--- src/inc/edcr_defs.svh ---
// Functional notes
// Acoustic enhancement threshold bits 15-14, 24/18/30 dB.
// Acoustic noise threshold bits 13-12: zero/-42/-54 dB.
// Noise above threshold: acoustic enhancement must reach it.
// Zero noise threshold: enhancement only; else estimate.
// Network enhancement threshold bits 11-10, 24/18/30 dB.
// Network noise threshold bits 9-8: zero/-42/-54 dB.
// Far noise above threshold: network enhancement decides.
// Zero network noise threshold: enhancement always decides.
// Nonzero network threshold: no path disables canceller.
// Host sets nonzero network threshold when path unknown.
// Receive gain bits 7-6: 0/6/9.5/12 dB.
// Transmit gain bits 5-4: 0/6/9.5/12 dB.
// Instability event clears both canceller coefficient sets.
// Bit 15 disables howl detector clearing.
// Bits 14-12 disable tone and path-change detectors.
// Bits 11-10 disable the pre-emphasis filters.
// Bits 9-8 disable acoustic and network cancellers.
// Sidetone fields 7-6, 5-4: none/-24/-18/-12 dB.
// Tone: half-duplex clears and forces receive; else freezes.
// Enabled path-change detectors clear their own coefficients.
// Disabled canceller leaves path and duplex decision.
// Low four bits select register; only match updates.
`ifndef EDCR_DEFS_SVH
`define EDCR_DEFS_SVH
`define EDCR_ADDR_THR      4'h4
`define EDCR_ADDR_DET      4'h5
`define EDCR_CODE_THR      4'h8
`define EDCR_CODE_DET      4'hA
`define EDCR_RST_THR       16'h0008
`define EDCR_RST_DET       16'h000A
`define EDCR_ACOUSTIC_ENHANCEMENT_THRESHOLD_LSB     14
`define EDCR_ACOUSTIC_NOISE_THRESHOLD_LSB     12
`define EDCR_NETWORK_ENHANCEMENT_THRESHOLD_LSB     10
`define EDCR_NETWORK_NOISE_THRESHOLD_LSB     8
`define EDCR_RECEIVE_GAIN_SELECT_LSB     6
`define EDCR_TRANSMIT_GAIN_SELECT_LSB     4
`define EDCR_HOWL_BIT      15
`define EDCR_TONE_BIT      14
`define EDCR_APC_BIT       13
`define EDCR_NPC_BIT       12
`define EDCR_APF_BIT       11
`define EDCR_NPF_BIT       10
`define EDCR_AEC_BIT       9
`define EDCR_NEC_BIT       8
`define EDCR_ACOUSTIC_SIDETONE_LEVEL_LSB      6
`define EDCR_NETWORK_SIDETONE_LEVEL_LSB      4
`define EDCR_ERLE_DB_00    8'h18
`define EDCR_ERLE_DB_01    8'h12
`define EDCR_ERLE_DB_10    8'h1E
`define EDCR_NOISE_DB_01   8'h2A
`define EDCR_NOISE_DB_10   8'h36
`endif

--- src/inc/edcr_pkg.sv ---
package edcr_pkg;
  // Whole state of the control bank, registered in one process.
  typedef struct packed {
    logic [15:0] thr;       // Threshold and gain register.
    logic [15:0] det;       // Detector disable and sidetone register.
    logic [15:0] rdata;     // Read data, valid one cycle after a read.
    logic        clr_a;     // Clear acoustic coefficients pulse.
    logic        clr_n;     // Clear network coefficients pulse.
    logic        frz_a;     // Freeze acoustic coefficients pulse.
    logic        force_rx;  // Force receive mode pulse.
    logic        fd_allow;  // Full-duplex permitted.
  } edcr_state_t;
endpackage : edcr_pkg

--- src/rtl/edcr_regs.sv ---
// The plain strobed port and the register offsets are this design's own decisions.
`timescale 1ns/1ps
`default_nettype none
`include "edcr_defs.svh"

module edcr_regs (
  input  wire logic        clk_sys,         // System clock, 20 MHz.
  input  wire logic        rst,             // Async reset, active high.
  input  wire logic [3:0]  reg_addr,        // Register address.
  input  wire logic [15:0] reg_wdata,       // Control word to write.
  input  wire logic        reg_wr,          // Write strobe.
  input  wire logic        reg_rd,          // Read strobe.
  output logic      [15:0] reg_rdata,       // Read data, next cycle.
  input  wire logic [7:0]  acoustic_erle,   // Measured acoustic dB.
  input  wire logic [7:0]  network_erle,    // Measured network dB.
  input  wire logic [7:0]  near_noise,      // Near noise, dB below FS.
  input  wire logic [7:0]  far_noise,       // Far noise, dB below FS.
  input  wire logic        acoustic_asym_ok, // Acoustic estimate ok.
  input  wire logic        network_asym_ok, // Network estimate ok.
  input  wire logic        network_path_seen, // Coupling path found.
  input  wire logic        in_full_duplex,  // Engine in full-duplex.
  input  wire logic        howl_event,      // Instability pulse.
  input  wire logic        tone_event,      // Receive tone pulse.
  input  wire logic        acoustic_pc_event, // Acoustic path change.
  input  wire logic        network_pc_event, // Network path change.
  output logic             full_duplex_allow, // Duplex permitted.
  output logic             clear_acoustic_coef, // Clear pulse.
  output logic             clear_network_coef, // Clear pulse.
  output logic             freeze_acoustic_coef, // Freeze pulse.
  output logic             force_receive,   // Force receive pulse.
  output logic             acoustic_echo_canceller, // Canceller on.
  output logic             network_echo_canceller, // Canceller on.
  output logic             acoustic_preemphasis_on, // Filter on.
  output logic             network_preemphasis_on, // Filter on.
  output logic      [1:0]  receive_gain_select, // Receive gain.
  output logic      [1:0]  transmit_gain_select, // Transmit gain.
  output logic      [1:0]  acoustic_sidetone_level, // Sidetone.
  output logic      [1:0]  network_sidetone_level // Sidetone.
);

  // Current and next copy of the whole state.
  edcr_pkg::edcr_state_t st;
  edcr_pkg::edcr_state_t next_st;

  // Field views of the threshold register.
  logic [1:0] acoustic_enhancement_threshold; // Acoustic code.
  logic [1:0] acoustic_noise_threshold;       // Acoustic noise code.
  logic [1:0] network_enhancement_threshold;  // Network code.
  logic [1:0] network_noise_threshold;        // Network noise code.

  // Field views of the detector register.
  logic howl_detect_off;          // Howl detector disabled.
  logic tone_detect_off;          // Tone detector disabled.
  logic acoustic_path_change_off; // Acoustic detector disabled.
  logic network_path_change_off;  // Network detector disabled.
  logic acoustic_preemphasis_off; // Acoustic filter disabled.
  logic network_preemphasis_off;  // Network filter disabled.
  logic acoustic_canceller_off;   // Acoustic canceller disabled.
  logic network_canceller_off;    // Network canceller disabled.

  // Decision terms.
  logic [7:0] acoustic_erle_db;   // Decoded acoustic threshold.
  logic [7:0] network_erle_db;    // Decoded network threshold.
  logic [7:0] acoustic_noise_db;  // Decoded acoustic noise level.
  logic [7:0] network_noise_db;   // Decoded network noise level.
  logic       acoustic_ok;        // Acoustic side permits duplex.
  logic       network_ok;         // Network side permits duplex.
  logic       network_auto_off;   // Network canceller auto-disabled.
  logic       acoustic_active;    // Acoustic canceller in use.
  logic       network_active;     // Network canceller in use.
  logic       wr_thr;             // Accepted write to threshold reg.
  logic       wr_det;             // Accepted write to detector reg.

  // Reserved code 11 falls back to the reset threshold, so a stray
  // host write cannot leave the decision with no criterion.
  function automatic logic [7:0] edcr_erle_db(input logic [1:0] code);
    logic [7:0] db;
    db = `EDCR_ERLE_DB_00;
    if (code == 2'h1) begin
      db = `EDCR_ERLE_DB_01;
    end else if (code == 2'h2) begin
      db = `EDCR_ERLE_DB_10;
    end
    return db;
  endfunction : edcr_erle_db

  // Zero means no noise threshold; reserved code reads as zero too.
  function automatic logic [7:0] edcr_noise_db(input logic [1:0] code);
    logic [7:0] db;
    db = 8'h00;
    if (code == 2'h1) begin
      db = `EDCR_NOISE_DB_01;
    end else if (code == 2'h2) begin
      db = `EDCR_NOISE_DB_10;
    end
    return db;
  endfunction : edcr_noise_db

  // Split the registers into their named fields.
  always_comb begin
    acoustic_enhancement_threshold =
      st.thr[`EDCR_ACOUSTIC_ENHANCEMENT_THRESHOLD_LSB+1:`EDCR_ACOUSTIC_ENHANCEMENT_THRESHOLD_LSB];
    acoustic_noise_threshold =
      st.thr[`EDCR_ACOUSTIC_NOISE_THRESHOLD_LSB+1:`EDCR_ACOUSTIC_NOISE_THRESHOLD_LSB];
    network_enhancement_threshold =
      st.thr[`EDCR_NETWORK_ENHANCEMENT_THRESHOLD_LSB+1:`EDCR_NETWORK_ENHANCEMENT_THRESHOLD_LSB];
    network_noise_threshold =
      st.thr[`EDCR_NETWORK_NOISE_THRESHOLD_LSB+1:`EDCR_NETWORK_NOISE_THRESHOLD_LSB];
    howl_detect_off          = st.det[`EDCR_HOWL_BIT];
    tone_detect_off          = st.det[`EDCR_TONE_BIT];
    acoustic_path_change_off = st.det[`EDCR_APC_BIT];
    network_path_change_off  = st.det[`EDCR_NPC_BIT];
    acoustic_preemphasis_off = st.det[`EDCR_APF_BIT];
    network_preemphasis_off  = st.det[`EDCR_NPF_BIT];
    acoustic_canceller_off   = st.det[`EDCR_AEC_BIT];
    network_canceller_off    = st.det[`EDCR_NEC_BIT];
  end

  // Full-duplex criteria for each canceller.
  // Noise levels are attenuations below full scale, so a level that
  // exceeds the threshold is a smaller attenuation number.
  always_comb begin
    acoustic_erle_db  = edcr_erle_db(acoustic_enhancement_threshold);
    network_erle_db   = edcr_erle_db(network_enhancement_threshold);
    acoustic_noise_db = edcr_noise_db(acoustic_noise_threshold);
    network_noise_db  = edcr_noise_db(network_noise_threshold);
    // Zero threshold: enhancement alone decides.
    if (acoustic_noise_db == 8'h00) begin
      acoustic_ok = (acoustic_erle > acoustic_erle_db);
    end else if (near_noise < acoustic_noise_db) begin
      acoustic_ok = (acoustic_erle >= acoustic_erle_db);
    end else begin
      acoustic_ok = acoustic_asym_ok;
    end
    // Network side follows the same pattern, but a noisy input needs more than the threshold.
    if (network_noise_db == 8'h00) begin
      network_ok = (network_erle > network_erle_db);
    end else if (far_noise < network_noise_db) begin
      network_ok = (network_erle > network_erle_db);
    end else begin
      network_ok = network_asym_ok;
    end
    // With a nonzero network threshold a missing path retires the
    // network canceller; the host relies on this when unsure.
    network_auto_off = (network_noise_db != 8'h00) &&
                       !network_path_seen;
    acoustic_active  = !acoustic_canceller_off;
    network_active   = !network_canceller_off &&
                       !network_auto_off;
  end

  // Bus decode: a write lands only when both the address and the
  // select code in the low nibble agree, so a misrouted word from
  // the host cannot corrupt the other register.
  always_comb begin
    wr_thr = 1'b0;
    wr_det = 1'b0;
    if (reg_wr && reg_addr == `EDCR_ADDR_THR) begin
      wr_thr = (reg_wdata[3:0] == `EDCR_CODE_THR);
    end else if (reg_wr && reg_addr == `EDCR_ADDR_DET) begin
      wr_det = (reg_wdata[3:0] == `EDCR_CODE_DET);
    end
  end

  // Next-state logic for registers, read data and event pulses.
  always_comb begin
    next_st = st;
    // Select codes are kept in the low nibble so reads echo them.
    if (wr_thr) begin
      next_st.thr = reg_wdata;
    end
    if (wr_det) begin
      next_st.det = reg_wdata;
    end
    // Read data stand for one cycle only; unmapped reads give zero.
    next_st.rdata = 16'h0000;
    if (reg_rd && reg_addr == `EDCR_ADDR_THR) begin
      next_st.rdata = st.thr;
    end else if (reg_rd && reg_addr == `EDCR_ADDR_DET) begin
      next_st.rdata = st.det;
    end
    // Coefficient control pulses default low each cycle.
    next_st.clr_a    = 1'b0;
    next_st.clr_n    = 1'b0;
    next_st.frz_a    = 1'b0;
    next_st.force_rx = 1'b0;
    // Instability clears both sets unless the detector is off.
    if (howl_event && !howl_detect_off) begin
      next_st.clr_a = 1'b1;
      next_st.clr_n = 1'b1;
    end
    // Tone handling depends on the current duplex mode.
    if (tone_event && !tone_detect_off) begin
      if (in_full_duplex) begin
        next_st.frz_a = 1'b1;
      end else begin
        next_st.clr_a    = 1'b1;
        next_st.force_rx = 1'b1;
      end
    end
    // Path-change detectors each clear their own canceller.
    if (acoustic_pc_event && !acoustic_path_change_off) begin
      next_st.clr_a = 1'b1;
    end
    if (network_pc_event && !network_path_change_off) begin
      next_st.clr_n = 1'b1;
    end
    // A canceller that is out of service does not vote.
    next_st.fd_allow = (!acoustic_active || acoustic_ok) &&
                       (!network_active || network_ok);
  end

  // State register; reset loads the documented defaults.
  always_ff @(posedge clk_sys or posedge rst) begin
    if (rst) begin
      st.thr      <= `EDCR_RST_THR;
      st.det      <= `EDCR_RST_DET;
      st.rdata    <= 16'h0000;
      st.clr_a    <= 1'b0;
      st.clr_n    <= 1'b0;
      st.frz_a    <= 1'b0;
      st.force_rx <= 1'b0;
      st.fd_allow <= 1'b0;
    end else begin
      st <= next_st;
    end
  end

  // Outputs, all from flip-flops except network_echo_canceller, which also uses network_path_seen directly.
  always_comb begin
    reg_rdata               = st.rdata;
    full_duplex_allow       = st.fd_allow;
    clear_acoustic_coef     = st.clr_a;
    clear_network_coef      = st.clr_n;
    freeze_acoustic_coef    = st.frz_a;
    force_receive           = st.force_rx;
    acoustic_echo_canceller = !st.det[`EDCR_AEC_BIT];
    network_echo_canceller  = !st.det[`EDCR_NEC_BIT] &&
      !((st.thr[`EDCR_NETWORK_NOISE_THRESHOLD_LSB+1:`EDCR_NETWORK_NOISE_THRESHOLD_LSB] == 2'h1 ||
         st.thr[`EDCR_NETWORK_NOISE_THRESHOLD_LSB+1:`EDCR_NETWORK_NOISE_THRESHOLD_LSB] == 2'h2) &&
        !network_path_seen);
    acoustic_preemphasis_on = !st.det[`EDCR_APF_BIT];
    network_preemphasis_on  = !st.det[`EDCR_NPF_BIT];
    receive_gain_select =
      st.thr[`EDCR_RECEIVE_GAIN_SELECT_LSB+1:`EDCR_RECEIVE_GAIN_SELECT_LSB];
    transmit_gain_select =
      st.thr[`EDCR_TRANSMIT_GAIN_SELECT_LSB+1:`EDCR_TRANSMIT_GAIN_SELECT_LSB];
    acoustic_sidetone_level =
      st.det[`EDCR_ACOUSTIC_SIDETONE_LEVEL_LSB+1:`EDCR_ACOUSTIC_SIDETONE_LEVEL_LSB];
    network_sidetone_level =
      st.det[`EDCR_NETWORK_SIDETONE_LEVEL_LSB+1:`EDCR_NETWORK_SIDETONE_LEVEL_LSB];
  end
endmodule : edcr_regs
`default_nettype wire

--- config.mk ---
export PLATFORM = sky130hd
export DESIGN_NAME = edcr_regs
export DESIGN_NICKNAME = d
export VERILOG_FILES = /design/src/inc/edcr_pkg.sv /design/src/rtl/edcr_regs.sv
export VERILOG_INCLUDE_DIRS = /design/src /design/src/inc
export SDC_FILE = /design/constraint.sdc
export NUM_CORES = 1
export LEC_CHECK = 0
export BUFFER_PORTS_ARGS = -buffer_cell sky130_fd_sc_hd__buf_2
export CAP_MARGIN = 20
export CORE_MARGIN = 4
export CORE_UTILIZATION = 39
export CTS_BUF_LIST = sky130_fd_sc_hd__clkbuf_8
export DETAILED_ROUTE_END_ITERATION = 10
export SLEW_MARGIN = 20
export SYNTH_ARGS = -nofsm -noshare
export SYNTH_HDL_FRONTEND = slang
export SYNTH_SLANG_ARGS = --single-unit
--- constraint.sdc ---
create_clock -name clk_sys -period 2.9 [get_ports clk_sys]
set_clock_uncertainty 0.2 [all_clocks]
set_input_delay 0.58 -clock clk_sys [delete_from_list [all_inputs] [get_ports clk_sys]]
set_output_delay 0.58 -clock clk_sys [all_outputs]
set_load 0.005 [all_outputs]
==> run summary, run 1 <==
In this run the deepest clock path goes through 2 buffers. The synthesized netlist cell count came out at 249. Setup violations remaining at the end of the flow were counted as 0. The flow ran to the end, and the final reports show no timing, DRC or antenna violations. The routed length per instance came out at 12.8 µm. The largest driver fanout on the critical path came out at 6. Registers take 1330 µm².

The worst-case IR drop observed on VDD is roughly 0.26 mV. The number of max-slew violations in the final report was 0. The multi-input gate area in the final layout is about 1100 µm². The setup slack of the most critical reg-to-reg path came out at 0.68 ns.

The post-route clock period utilization is around four fifths. In this run the critical register-to-register path is captured at full_duplex_allow. In the routed design, unresolved DRC markers number 0. The tree is rooted in a clkbuf_8. The number of rows in the core area is 30.

The global-route congestion overflow total came out at 0. Per report_power, the sequential group accounts for between 50 and 60% of the total. The power consumption is 1.43 mW. The routability-driven placement congestion ratio came out at 0.715. The later-pin clock latency in the skew report is 0.30 ns. The number of antenna violations at the first check in global routing is 0. The critical-path cell with the highest stage delay is dfrtp_1. The number of global-route vias before repair is approximately 1.9k.

For the pin with the worst max-slew slack, the measured transition is around 0.67 ns. The number of nets in the synthesized netlist is ~340. The data arrival at the endpoint of the critical path came out at 1.55 ns. The detailed-router iteration count before antenna repair is 4. The CTS sink count is 53. In the post-synthesis netlist, the biggest area contributors are dfrtp_1, ha_1, buf_4. The count of buffers inserted at the top-level ports came out at 94. The final cell count without fillers came out at 424.

In this run the number of H-tree levels came out at 2. STA classifies the critical path startpoint as a register. The final layout net count is ~410. The count of warnings emitted by yosys is 0. In this run the worst hold path is classified as input pin to async pin. Counting flops with a built-in enable in the synthesized netlist gives 0. The clock-pin slew on the worst setup and hold paths came out at about 0.090 ns. The number of endpoints with negative hold slack in the final report came out at 0. The required time of the critical path came out at 2.12 ns. The number of maximum-capacitance violations is 0. The worst setup path is captured at an output pin. Setup repair after global routing left no endpoint under its margin. TritonCTS built the clock tree. The final antenna-violating net count is 0. The internal cell power is between 1 and 1.5 mW. The largest stage delay on the critical path is around 0.4 ns. The die is 92.7 µm wide. The mean post-synth cell area is roughly 11 µm². For the worst flop-to-flop path, the logic depth is 8. The y dimension of the die is 92.7 µm.

The biggest area contributor in the post-synthesis netlist is dfrtp_1. The most frequently used flop master after synthesis is dfrtp_1. The top-level I/O count is 97. Timing would allow up to 0.430 GHz. The share of Yosys cell area claimed by the top area cell type came out at 44.7%.

The total global-route track usage came out at 13.3%. Counting stages on the worst path, the most repeated cell is inv_1. The cell area that synthesis handed to floorplanning was 2800 µm². The clock share of power is 31.2%. Fill cells in the final layout number 669. The number of flip-flops and latches in the synthesized netlist is 53. The detailed router finished its first iteration with 52 violations.

The area growth from synthesis to final layout is 18.4%. The placed wire-length estimate came out at approximately 4200 µm. The power per unit of standard cell area is around 430 nW/µm². The fraction of layout instances using a drive strength above 1 is a little over two fifths. The global-route wire length before repair came out at 9120 µm. The capture point of the worst path is network_echo_canceller.

The signal on the critical path passes through inv_1 -> ha_1 -> o21bai_1 -> inv_1 -> buf_2. The launch instance of the worst register-to-register path is acoustic_noise_threshold[0]. The post-detailed-routing wire length came out at 5440 µm. The distinct cell type count after synthesis is 37. The post-CTS setup buffer count is 0. The die outline area came out at 8590 µm². The critical path is of the register to output pin type. In the routed layout, each cell is associated on average with a via count of 4.52. Summed over all failing endpoints, the final setup total negative slack is 0 ns. The proportion of power drawn by combinational gates is 13.6%. The routed layout has 1916 vias.

The starting density of the core came out at 40.7%. The switching share of power is roughly a quarter. The sequential area share after synthesis came out at 47.6%. The placeable core region came out at 6870 µm². The static leakage is 1.80 nW. The net switching power came out at 0.341 mW. The number of buffers created by CTS is 5. The count of hold buffers inserted by post-cts repair came out at 0.

After detailed placement, the design holds a cell count of 416. Post-CTS repair changed the size of 0 cells. The worst slew margin relative to its limit came out at 55.3%.

The post-layout minimum cycle time came out at ~2.3 ns. In this run the worst setup path begins at network_noise_threshold[0]. Of all flip-flops after synthesis, the portion carrying an async set or reset was between 90% and 100%. The count of antenna diodes in the layout is 0. The pin count of the biggest net entering global routing is 23.
-- power groups by stage --
| stage | logic (mW) | clock network [mW] | registers (mW) |
|---|---|---|---|
| floorplan | 0.121 | 0 | 0.797 |
| global placement | 0.194 | 0 | 0.801 |
| detailed placement | 0.198 | 0 | 0.801 |
| CTS | 0.199 | 0.460 | 0.787 |
| global route | 0.226 | 0.491 | 0.791 |
| finish | 0.194 | 0.446 | 0.786 |
-- through the flow --
step           hold WS, ns  util, %  setup WS (ns)  area, µm²
6_report            0.0699     48.2          0.572       3310
5_1_grt             0.0986     48.2          0.394       3310
4_1_cts             0.0819     48.2          0.548       3310
3_5_place_dp         0.278     46.7          0.683       3210
3_3_place_gp         0.278     46.7          0.702       3210
2_1_floorplan        0.253        -          0.803       2800
-- how the worst min path moves through the flow --
stage	from	endpoint
2_1_floorplan	network_path_change_off	clear_network_coef
3_3_place_gp	network_path_change_off	clear_network_coef
3_5_place_dp	network_path_change_off	clear_network_coef
4_1_cts	rst	network_sidetone_level[0]
5_1_grt	rst	network_sidetone_level[0]
6_report	rst	reg_rdata[7]
-- synthesized netlist by cell type (3+ instances only) --
master,n
buf_4,24
ha_1,22
a211oi_1,3
dfstp_2,3
mux2_2,16
dfrtp_1,50
nand3b_1,3
nand2b_1,3
nor2_1,23
mux2i_1,16
o211ai_1,3
o21ai_0,8
mux2_4,6
inv_1,27
and2_2,3
a21oi_1,5
nor2b_1,3
nand2_1,7
-- sequential cells by signal, indices dropped and copies added (netlist names), 2 cells and up --
register / count
acoustic_sidetone_level: 2
st: 9
acoustic_noise_threshold: 2
acoustic_enhancement_threshold: 2
network_noise_threshold: 2
network_enhancement_threshold: 2
transmit_gain_select: 2
receive_gain_select: 2
reg_rdata: 16
network_sidetone_level: 2
-- worst max-delay path: cells and delay by family (launching register included) --
family                   cells  cell delay (ns)
flip-flops                   1             0.41
buffers and inverters        3             0.24
adder cells (fa/ha/maj)      1             0.36
AO/OA/AOI/OAI                1             0.24
-- routing by layer --
metal / global-route usage, % / part of all wire [%] / vias to the layer above
met2: 23.1 / 50 / 51
met3: 3.74 / 7.0 / 8
li1: - / - / 958
met4: 4.03 / 1.3 / 0
met5: 0 / 0 / -
met1: 16.2 / 42 / 899
-- area by class of cell --
| class | count | share of cell area [%] |
|---|---|---|
| Timing Repair Buffer | 101 | 15.8 |
| Clock inverter | 1 | 0.151 |
| Clock buffer | 7 | 2.91 |
| Multi-Input combinational cell | 139 | 34.3 |
| Inverter | 27 | 3.06 |
| Tap cell | 96 | 3.63 |
| Sequential cell | 53 | 40.2 |
-- cell families (layout without fill, tap and decap cells) --
| family | Yosys count | in the layout | share of synthesized area, % |
|---|---|---|---|
| mux | 38 | 38 | 15.4 |
| flops | 53 | 53 | 47.6 |
| compound gates | 22 | 22 | 4.74 |
| buf+inv | 57 | 136 | 11.8 |
| fa+ha+maj | 22 | 22 | 9.84 |
| simple gates | 57 | 57 | 10.6 |
-- layout by cell type, fill, tap and decap left out, drive strengths merged, types with 3 or more instances in the layout --
| master | n |
|---|---|
| mux2i | 16 |
| inv | 27 |
| clkbuf | 7 |
| a211oi | 3 |
| dfrtp | 50 |
| o21ai | 8 |
| nand2b | 3 |
| nand3b | 3 |
| o211ai | 3 |
| ha | 22 |
| and2 | 3 |
| dfstp | 3 |
| nor2 | 24 |
| mux2 | 22 |
| buf | 101 |
| nand2 | 7 |
| a21oi | 5 |
| nor2b | 3 |
Note: power is estimated with default switching activity, not from simulation.
==> inputs of run 2 (changes only) <==
==> constraint.sdc (replaced) <==
create_clock -name clk_sys -period 2.25 [get_ports clk_sys]
set_clock_uncertainty 0.2 [all_clocks]
set_input_delay 0.45 -clock clk_sys [delete_from_list [all_inputs] [get_ports clk_sys]]
set_output_delay 0.45 -clock clk_sys [all_outputs]
set_load 0.005 [all_outputs]
==> run summary, run 2 (synthesis results as in run 1) <==
In the layout the commonest cells are buf_2, dfrtp_1, inv_1. From synthesis to final layout, the design area changed by 21.7%. The critical path start-end classification is register to output pin. The cell sitting at the root of the clock tree is a clkbuf_8. The CTS sink count is 53. The static leakage came out at about 1.8 nW.

The placeable core region came out at 6870 µm². The slowest stage of the critical path belongs to the cell dfrtp_1. The cell that appears most often on the critical path is inv_1. The routability-driven placement congestion ratio came out at about 0.7. The first global-routing pass estimated 8380 µm of wire. 0 antenna diodes ended up in the layout.

The net switching power is approximately 0.46 mW. The internal cell power came out at 1.58 mW. The routed length per instance is 12.5 µm. The tool flagged a number of max-cap violations equal to 0. The share of total power dissipated in the clock network is 37.4%.

The final antenna-violating net count came out at 0. The number of buffers and inverters on the critical path is 3. The post-route clock period utilization came out at around 95%. The maximum clock frequency came out at 0.468 GHz. The final worst setup slack is 0.111 ns. The largest driver fanout on the critical path came out at 6.

The worst setup path is captured at an output pin. The fraction of met2 tracks used by global routing is 21.5%. TritonCTS built the clock tree.

The final count of negative-setup-slack endpoints is 0. The cell family contributing the most delay on the critical path is flip-flops. In the global route stage, overall resource usage came out at 12.3%. The number of vias after detailed routing came out at a little under 2k.

Fill cells in the final layout number around 650. The global-route congestion overflow total came out at 0. The number of max-slew violations in the final report came out at 0. 97 I/O pins were placed. The switching share of power is 22.6%.

The HPWL after detailed placement is 4140 µm. The proportion of power drawn by combinational gates is 12.8%. The minimum setup slack after placement is 0.162 ns. The post-detailed-routing wire length is 5320 µm. On the worst path, the slowest cell contributes a delay of between 0.4 and 0.5 ns. The die outline area came out at 8590 µm².

The worst supply voltage drop on vdd is 0.405 mV. The worst-margin pin slew came out at 0.666 ns. The power per unit of standard cell area is 599 nW/µm². The number of buffers created by CTS is 5.

The run finished with clean final reports. The nature of the critical path startpoint is a register. The detailed-router iteration count before antenna repair came out at 4. The number of vias per cell came out at 4.54. In the final design database the tool counted ~420 nets.

The part of the total power dissipated in sequential elements is approximately half. The post-layout minimum cycle time is ~2.1 ns. The met3 layer usage reported by global route is 3.74%.

Setup repair after global routing could not meet its margin everywhere. The number of flip-flops in the largest register came out at 16. The most frequent standard cell in the layout excluding fill and tap cells is buf_2.

The final-layout setup total negative slack is 0 ns. The clock passes through at most 2 buffers. The number of rows in the core area came out at 30. The starting density of the core is 40.7%. The y dimension of the die is 92.7 µm. STA puts the critical path data arrival time at between 1 and 1.5 ns. The count of buffers inserted at the top-level ports came out at between 90 and 100. The worst slew margin relative to its limit is 55.5%. The global-route track usage on met1 came out at 14.3%. The clock-pin slew on the worst setup and hold paths is 0.09 ns. After global routing, the most crowded layer is met2. The total placed instance area came out at 3230 µm². The die is 92.7 µm wide. The finished cells cover 3400 µm².

The final core area utilization came out at 49.5%. In this run the number of H-tree levels came out at 2. Data on the critical path is required at its endpoint by 1.60 ns. The min-delay analysis places its worst path in the category input pin to register. On the final layout, the worst hold slack is 0.112 ns. Of the cells placed in the final design, the portion with a size suffix greater than 1 is 44.1%.

The number of antenna violations at the first check in global routing came out at 0. The remaining design rule violation count came out at 0. The number of violations reported at the end of detailed-routing iteration 0 came out at 18. The signal on the critical path passes through inv_1 -> ha_1 -> o21bai_2 -> inv_1 -> buf_2. The pin count of the biggest net entering global routing is 32. The number of endpoints with negative hold slack in the final report is 0.

The number of global-route vias before repair came to around 1.9k. The later-pin clock latency in the skew report came out at 0.31 ns.
-- run 2: changes by cell type in the layout (fill, tap and decap cells not counted), sizes merged --
cell and change:
inv +1, clkbuf -2, buf +2, dlygate4sd3 +1, bufinv +2, clkinv -1
-- run 2: area by class of cell --
cell class | instances | area [µm²] | area share [%]
Timing Repair Buffer | 104 | 561 | 16.5
Sequential cell | 53 | 1330 | 39.1
Inverter | 27 | 101 | 2.98
Clock inverter | 3 | 68.8 | 2.02
Clock buffer | 5 | 68.8 | 2.02
Multi-Input combinational cell | 139 | 1150 | 33.9
Tap cell | 96 | 120 | 3.53
-- run 2: layer usage --
metal | vias to the layer above | part of all wire, % | wire length, µm
met3 | 8 | 7.3 | 387
met5 | - | 0 | 0
met4 | 0 | 1.4 | 73
met1 | 909 | 42 | 2250
li1 | 971 | - | -
met2 | 52 | 49 | 2620
-- run 2: power groups by stage --
| stage | clock network (mW) | registers [mW] | logic (mW) |
|---|---|---|---|
| final | 0.763 | 1.01 | 0.261 |
| after global routing | 0.818 | 1.02 | 0.299 |
| after CTS | 0.782 | 1.01 | 0.262 |
| after detailed placement | 0 | 1.03 | 0.259 |
| after global placement | 0 | 1.03 | 0.254 |
| after floorplan | 0 | 1.03 | 0.156 |
-- run 2: path summary, 6_finish.rpt --
kind	endpoint	slack, ns	cells past startpoint	from
setup / recovery	network_echo_canceller	0.11	5	network_noise_threshold[0]
hold / removal	force_receive	0.11	2	in_full_duplex
setup reg to reg	full_duplex_allow	0.14	9	acoustic_noise_threshold[0]
hold reg to reg	clear_network_coef	0.30	1	network_path_change_off
max in group asynchronous	st[35]	0.80	4	rst
min in group asynchronous	acoustic_sidetone_level[1]	0.51	3	rst
-- run 2: repair_timing --
action,CTS,global route
setup endpoints to repair,0,2
endpoints found under the hold margin,19,0
hold buffers,1,0
buffers inserted,0,1
resized for setup,0,2
-- run 2: through the flow --
stage | power [mW] | instances
after detailed placement | 1.29 | 417
after floorplan | 1.18 | 249
after global placement | 1.29 | 417
after CTS | 2.06 | 426
final | 2.04 | 427
after global routing | 2.14 | 427
==> inputs of run 3 (changes only) <==
--- a/config.mk
+++ b/config.mk
@@ -8,6 +8,7 @@
 export LEC_CHECK = 0
 export BUFFER_PORTS_ARGS = -buffer_cell sky130_fd_sc_hd__buf_2
 export CAP_MARGIN = 20
+export CORE_ASPECT_RATIO = 2
 export CORE_MARGIN = 4
 export CORE_UTILIZATION = 39
 export CTS_BUF_LIST = sky130_fd_sc_hd__clkbuf_8
==> run summary, run 3 (synthesis results as in run 1) <==
The worst-margin pin slew came out at 0.664 ns. The deepest level of the CTS H-tree came out at 2. Measured against its own limit, the worst slew margin works out to 55.6%. In this run the worst setup path begins at acoustic_noise_threshold[0]. The number of max-slew violations in the final report came to 0. The fraction of layout instances using a drive strength above 1 is 44.0%.

The number of antenna violations at the first check in global routing came to 0. The top-level I/O count came out at 97. The die outline width is 67.9 µm. The power per unit of standard cell area is 546 nW/µm².

The die is 128 µm tall. The startpoint identified for the worst register-to-register timing path is acoustic_noise_threshold[0]. The number of global-route vias before repair is 1925. The maximum clock path buffer count is 2. The detailed-router iteration count before antenna repair is 3. Row generation in the floorplan step produced 43 rows. Excluding fillers, the count of instances in the completed layout stands at roughly 420.

The endpoint identified for the worst register-to-register timing path is full_duplex_allow. During placement, the flow inserted port buffers numbering 94. The critical-path cell with the highest stage delay is dfrtp_1. The number of flip-flops in the largest register came out at 16. In this run, CTS created clock tree buffers numbering 5. The number of violations reported at the end of detailed-routing iteration 0 is 38.

The number of endpoints with negative hold slack in the final report is 0. The die outline area came out at 8670 µm². Leaving out fill and tap cells, the most frequent cells in the layout are buf_2, dfrtp_1, inv_1. Static timing analysis puts the maximum clock frequency at ~0.47 GHz. Measured on the finished design, the core utilization comes to 48.1%. The starting density of the core came out at 40.3%. Grouping stages by cell kind, the critical path spends the most delay in adder cells.

The number of buffers and inverters on the critical path is 1. The worst setup path is launched from a register. The capture point of the worst path is full_duplex_allow. The largest driver fanout on the critical path came out at 4. The design draws 1.82 mW.

The placed wire-length estimate is 4420 µm. Setup repair after global routing could not meet its margin everywhere. The final antenna-violating net count is 0. The instance count on the critical path is 8. The worst slack on hold paths is 0.112 ns.

The number of maximum-capacitance violations is 0. The pin count of the biggest net entering global routing came out at 25. The number of vias per cell came out at 4.62.

STA puts the critical path data arrival time at 2.18 ns. The global-route wire length before repair is 9220 µm. The setup slack of the most critical reg-to-reg path is 0.11 ns.

The root buffer selected by CTS is clkbuf_8. The final count of negative-setup-slack endpoints came out at 0. In this run the worst hold path is classified as input pin to register. VDD sags by at most about 0.38 mV.

The later-pin clock latency in the skew report came out at 0.31 ns. TritonCTS built the clock tree. The critical path is of the register to register type. The worst path uses a little over nine tenths of the clock period.

Counting I/O delays and the setup requirement, the final critical path takes 2.14 ns. The count of antenna diodes in the layout is 0. The cell count of the worst reg-to-reg path came out at 8.

The post-detailed-routing wire length is ~5800 µm. The remaining design rule violation count came out at 0. The routability-driven placement congestion ratio came out at 0.736.

The total global-route track usage is 14.3%. The area growth from synthesis to final layout is 19.3%. The instance count after placement with tap cells included came out at 410. Walking the worst path, the cells encountered are inv_1 -> ha_1 -> ha_1 -> nand3b_1 -> o21ai_0 -> nor2_1 -> mux2_2 -> a21oi_1. The static leakage is between 1.5 and 2 nW. Fill cells in the final layout number 674. The global-route congestion overflow total is 0. The CTS sink count is 53. The routed length per instance came out at 13.6 µm. In the final design database the tool counted 417 nets.

After routing, the total negative slack on setup checks comes to 0 ns. The run finished with clean final reports. The worst setup path is captured at a register. The largest stage delay on the critical path came out at about 0.42 ns. The number of vias after detailed routing came out at between 1.5k and 2k.

The sequential standard cell area is approximately 1300 µm². The placeable core region came out at approximately 6900 µm². The most frequent cell on the critical path is ha_1. The required time of the critical path is roughly 2.3 ns. Clock-pin slew was measured on the worst setup and hold paths at 0.09 ns. The library cell used most frequently in the layout, excluding fill and tap cells, is buf_2.

The multi-input gate area in the final layout came out at 1150 µm².
-- run 3: cell count changes in the layout (fill, tap and decap cells not counted) --
cell,change
buf_4,+2
bufinv_16,-2
inv_1,+2
buf_12,-1
clkbuf_8,+1
ha_1,+1
ha_4,-1
inv_6,-1
nor2b_1,-1
nor2b_2,+1
nor3b_1,-1
nor3b_2,+1
-- run 3: power by group --
| part | switching, mW | leakage [nW] | total (mW) | internal [mW] |
|---|---|---|---|---|
| registers | 0.0226 | 0.698 | 1.01 | 0.990 |
| clock network | 0.305 | 0.0538 | 0.547 | 0.243 |
| logic | 0.123 | 1.08 | 0.262 | 0.139 |
| total | 0.451 | 1.83 | 1.82 | 1.37 |
-- run 3: worst min path at each step --
stage                       startpoint                  to  slack [ns]  cells after the start
3_3_place_gp                    st[23]              st[23]        0.28                      1
5_1_grt                 in_full_duplex       force_receive        0.11                      2
6_report                in_full_duplex       force_receive        0.11                      2
4_1_cts                 in_full_duplex       force_receive        0.09                      2
2_1_floorplan  network_path_change_off  clear_network_coef        0.25                      1
3_5_place_dp                    st[39]              st[39]        0.28                      1
-- run 3: metal layers --
layer | global-route usage [%] | wire, µm | up-vias
li1 | - | - | 968
met1 | 15.6 | 2090 | 917
met2 | 25.6 | 3190 | 57
met3 | 2.89 | 356 | 8
met4 | 5.98 | 111 | 0
met5 | 0 | 0 | -
-- run 3: timing repair --
item / in CTS / in global routing
endpoints found under the hold margin: 19 / 0
hold buffers: 1 / 0
resized for setup: 1 / 2
pin swaps: 0 / 1
endpoints found under the setup margin: 1 / 2
setup buffers: 0 / 3
-- run 3: final cells by class --
class | count | share of cell area (%)
clock buffer | 6 | 2.47
clock inverter | 2 | 0.225
inverter | 27 | 3.04
multi-input combinational | 139 | 34.4
sequential | 53 | 39.9
tap | 90 | 3.37
timing repair buffer | 105 | 16.6
-- run 3: per-stage QoR --
step | cell area (µm²) | setup slack, ns
final | 3340 | 0.112
after global routing | 3340 | -0.00535
after CTS | 3310 | 0.0617
after detailed placement | 3200 | 0.115
after global placement | 3200 | 0.119
after floorplan | 2800 | 0.283
-- run 3: worst reg2reg max path, delay by kind of cell (launching register included) --
kind	cells	cell delay [ns]
adder cells (fa/ha/maj)	2	0.61
flip-flops	1	0.42
multiplexers	1	0.37
AND/OR/NAND/NOR	2	0.23
AO/OA/AOI/OAI	2	0.18
buffers and inverters	1	0.06
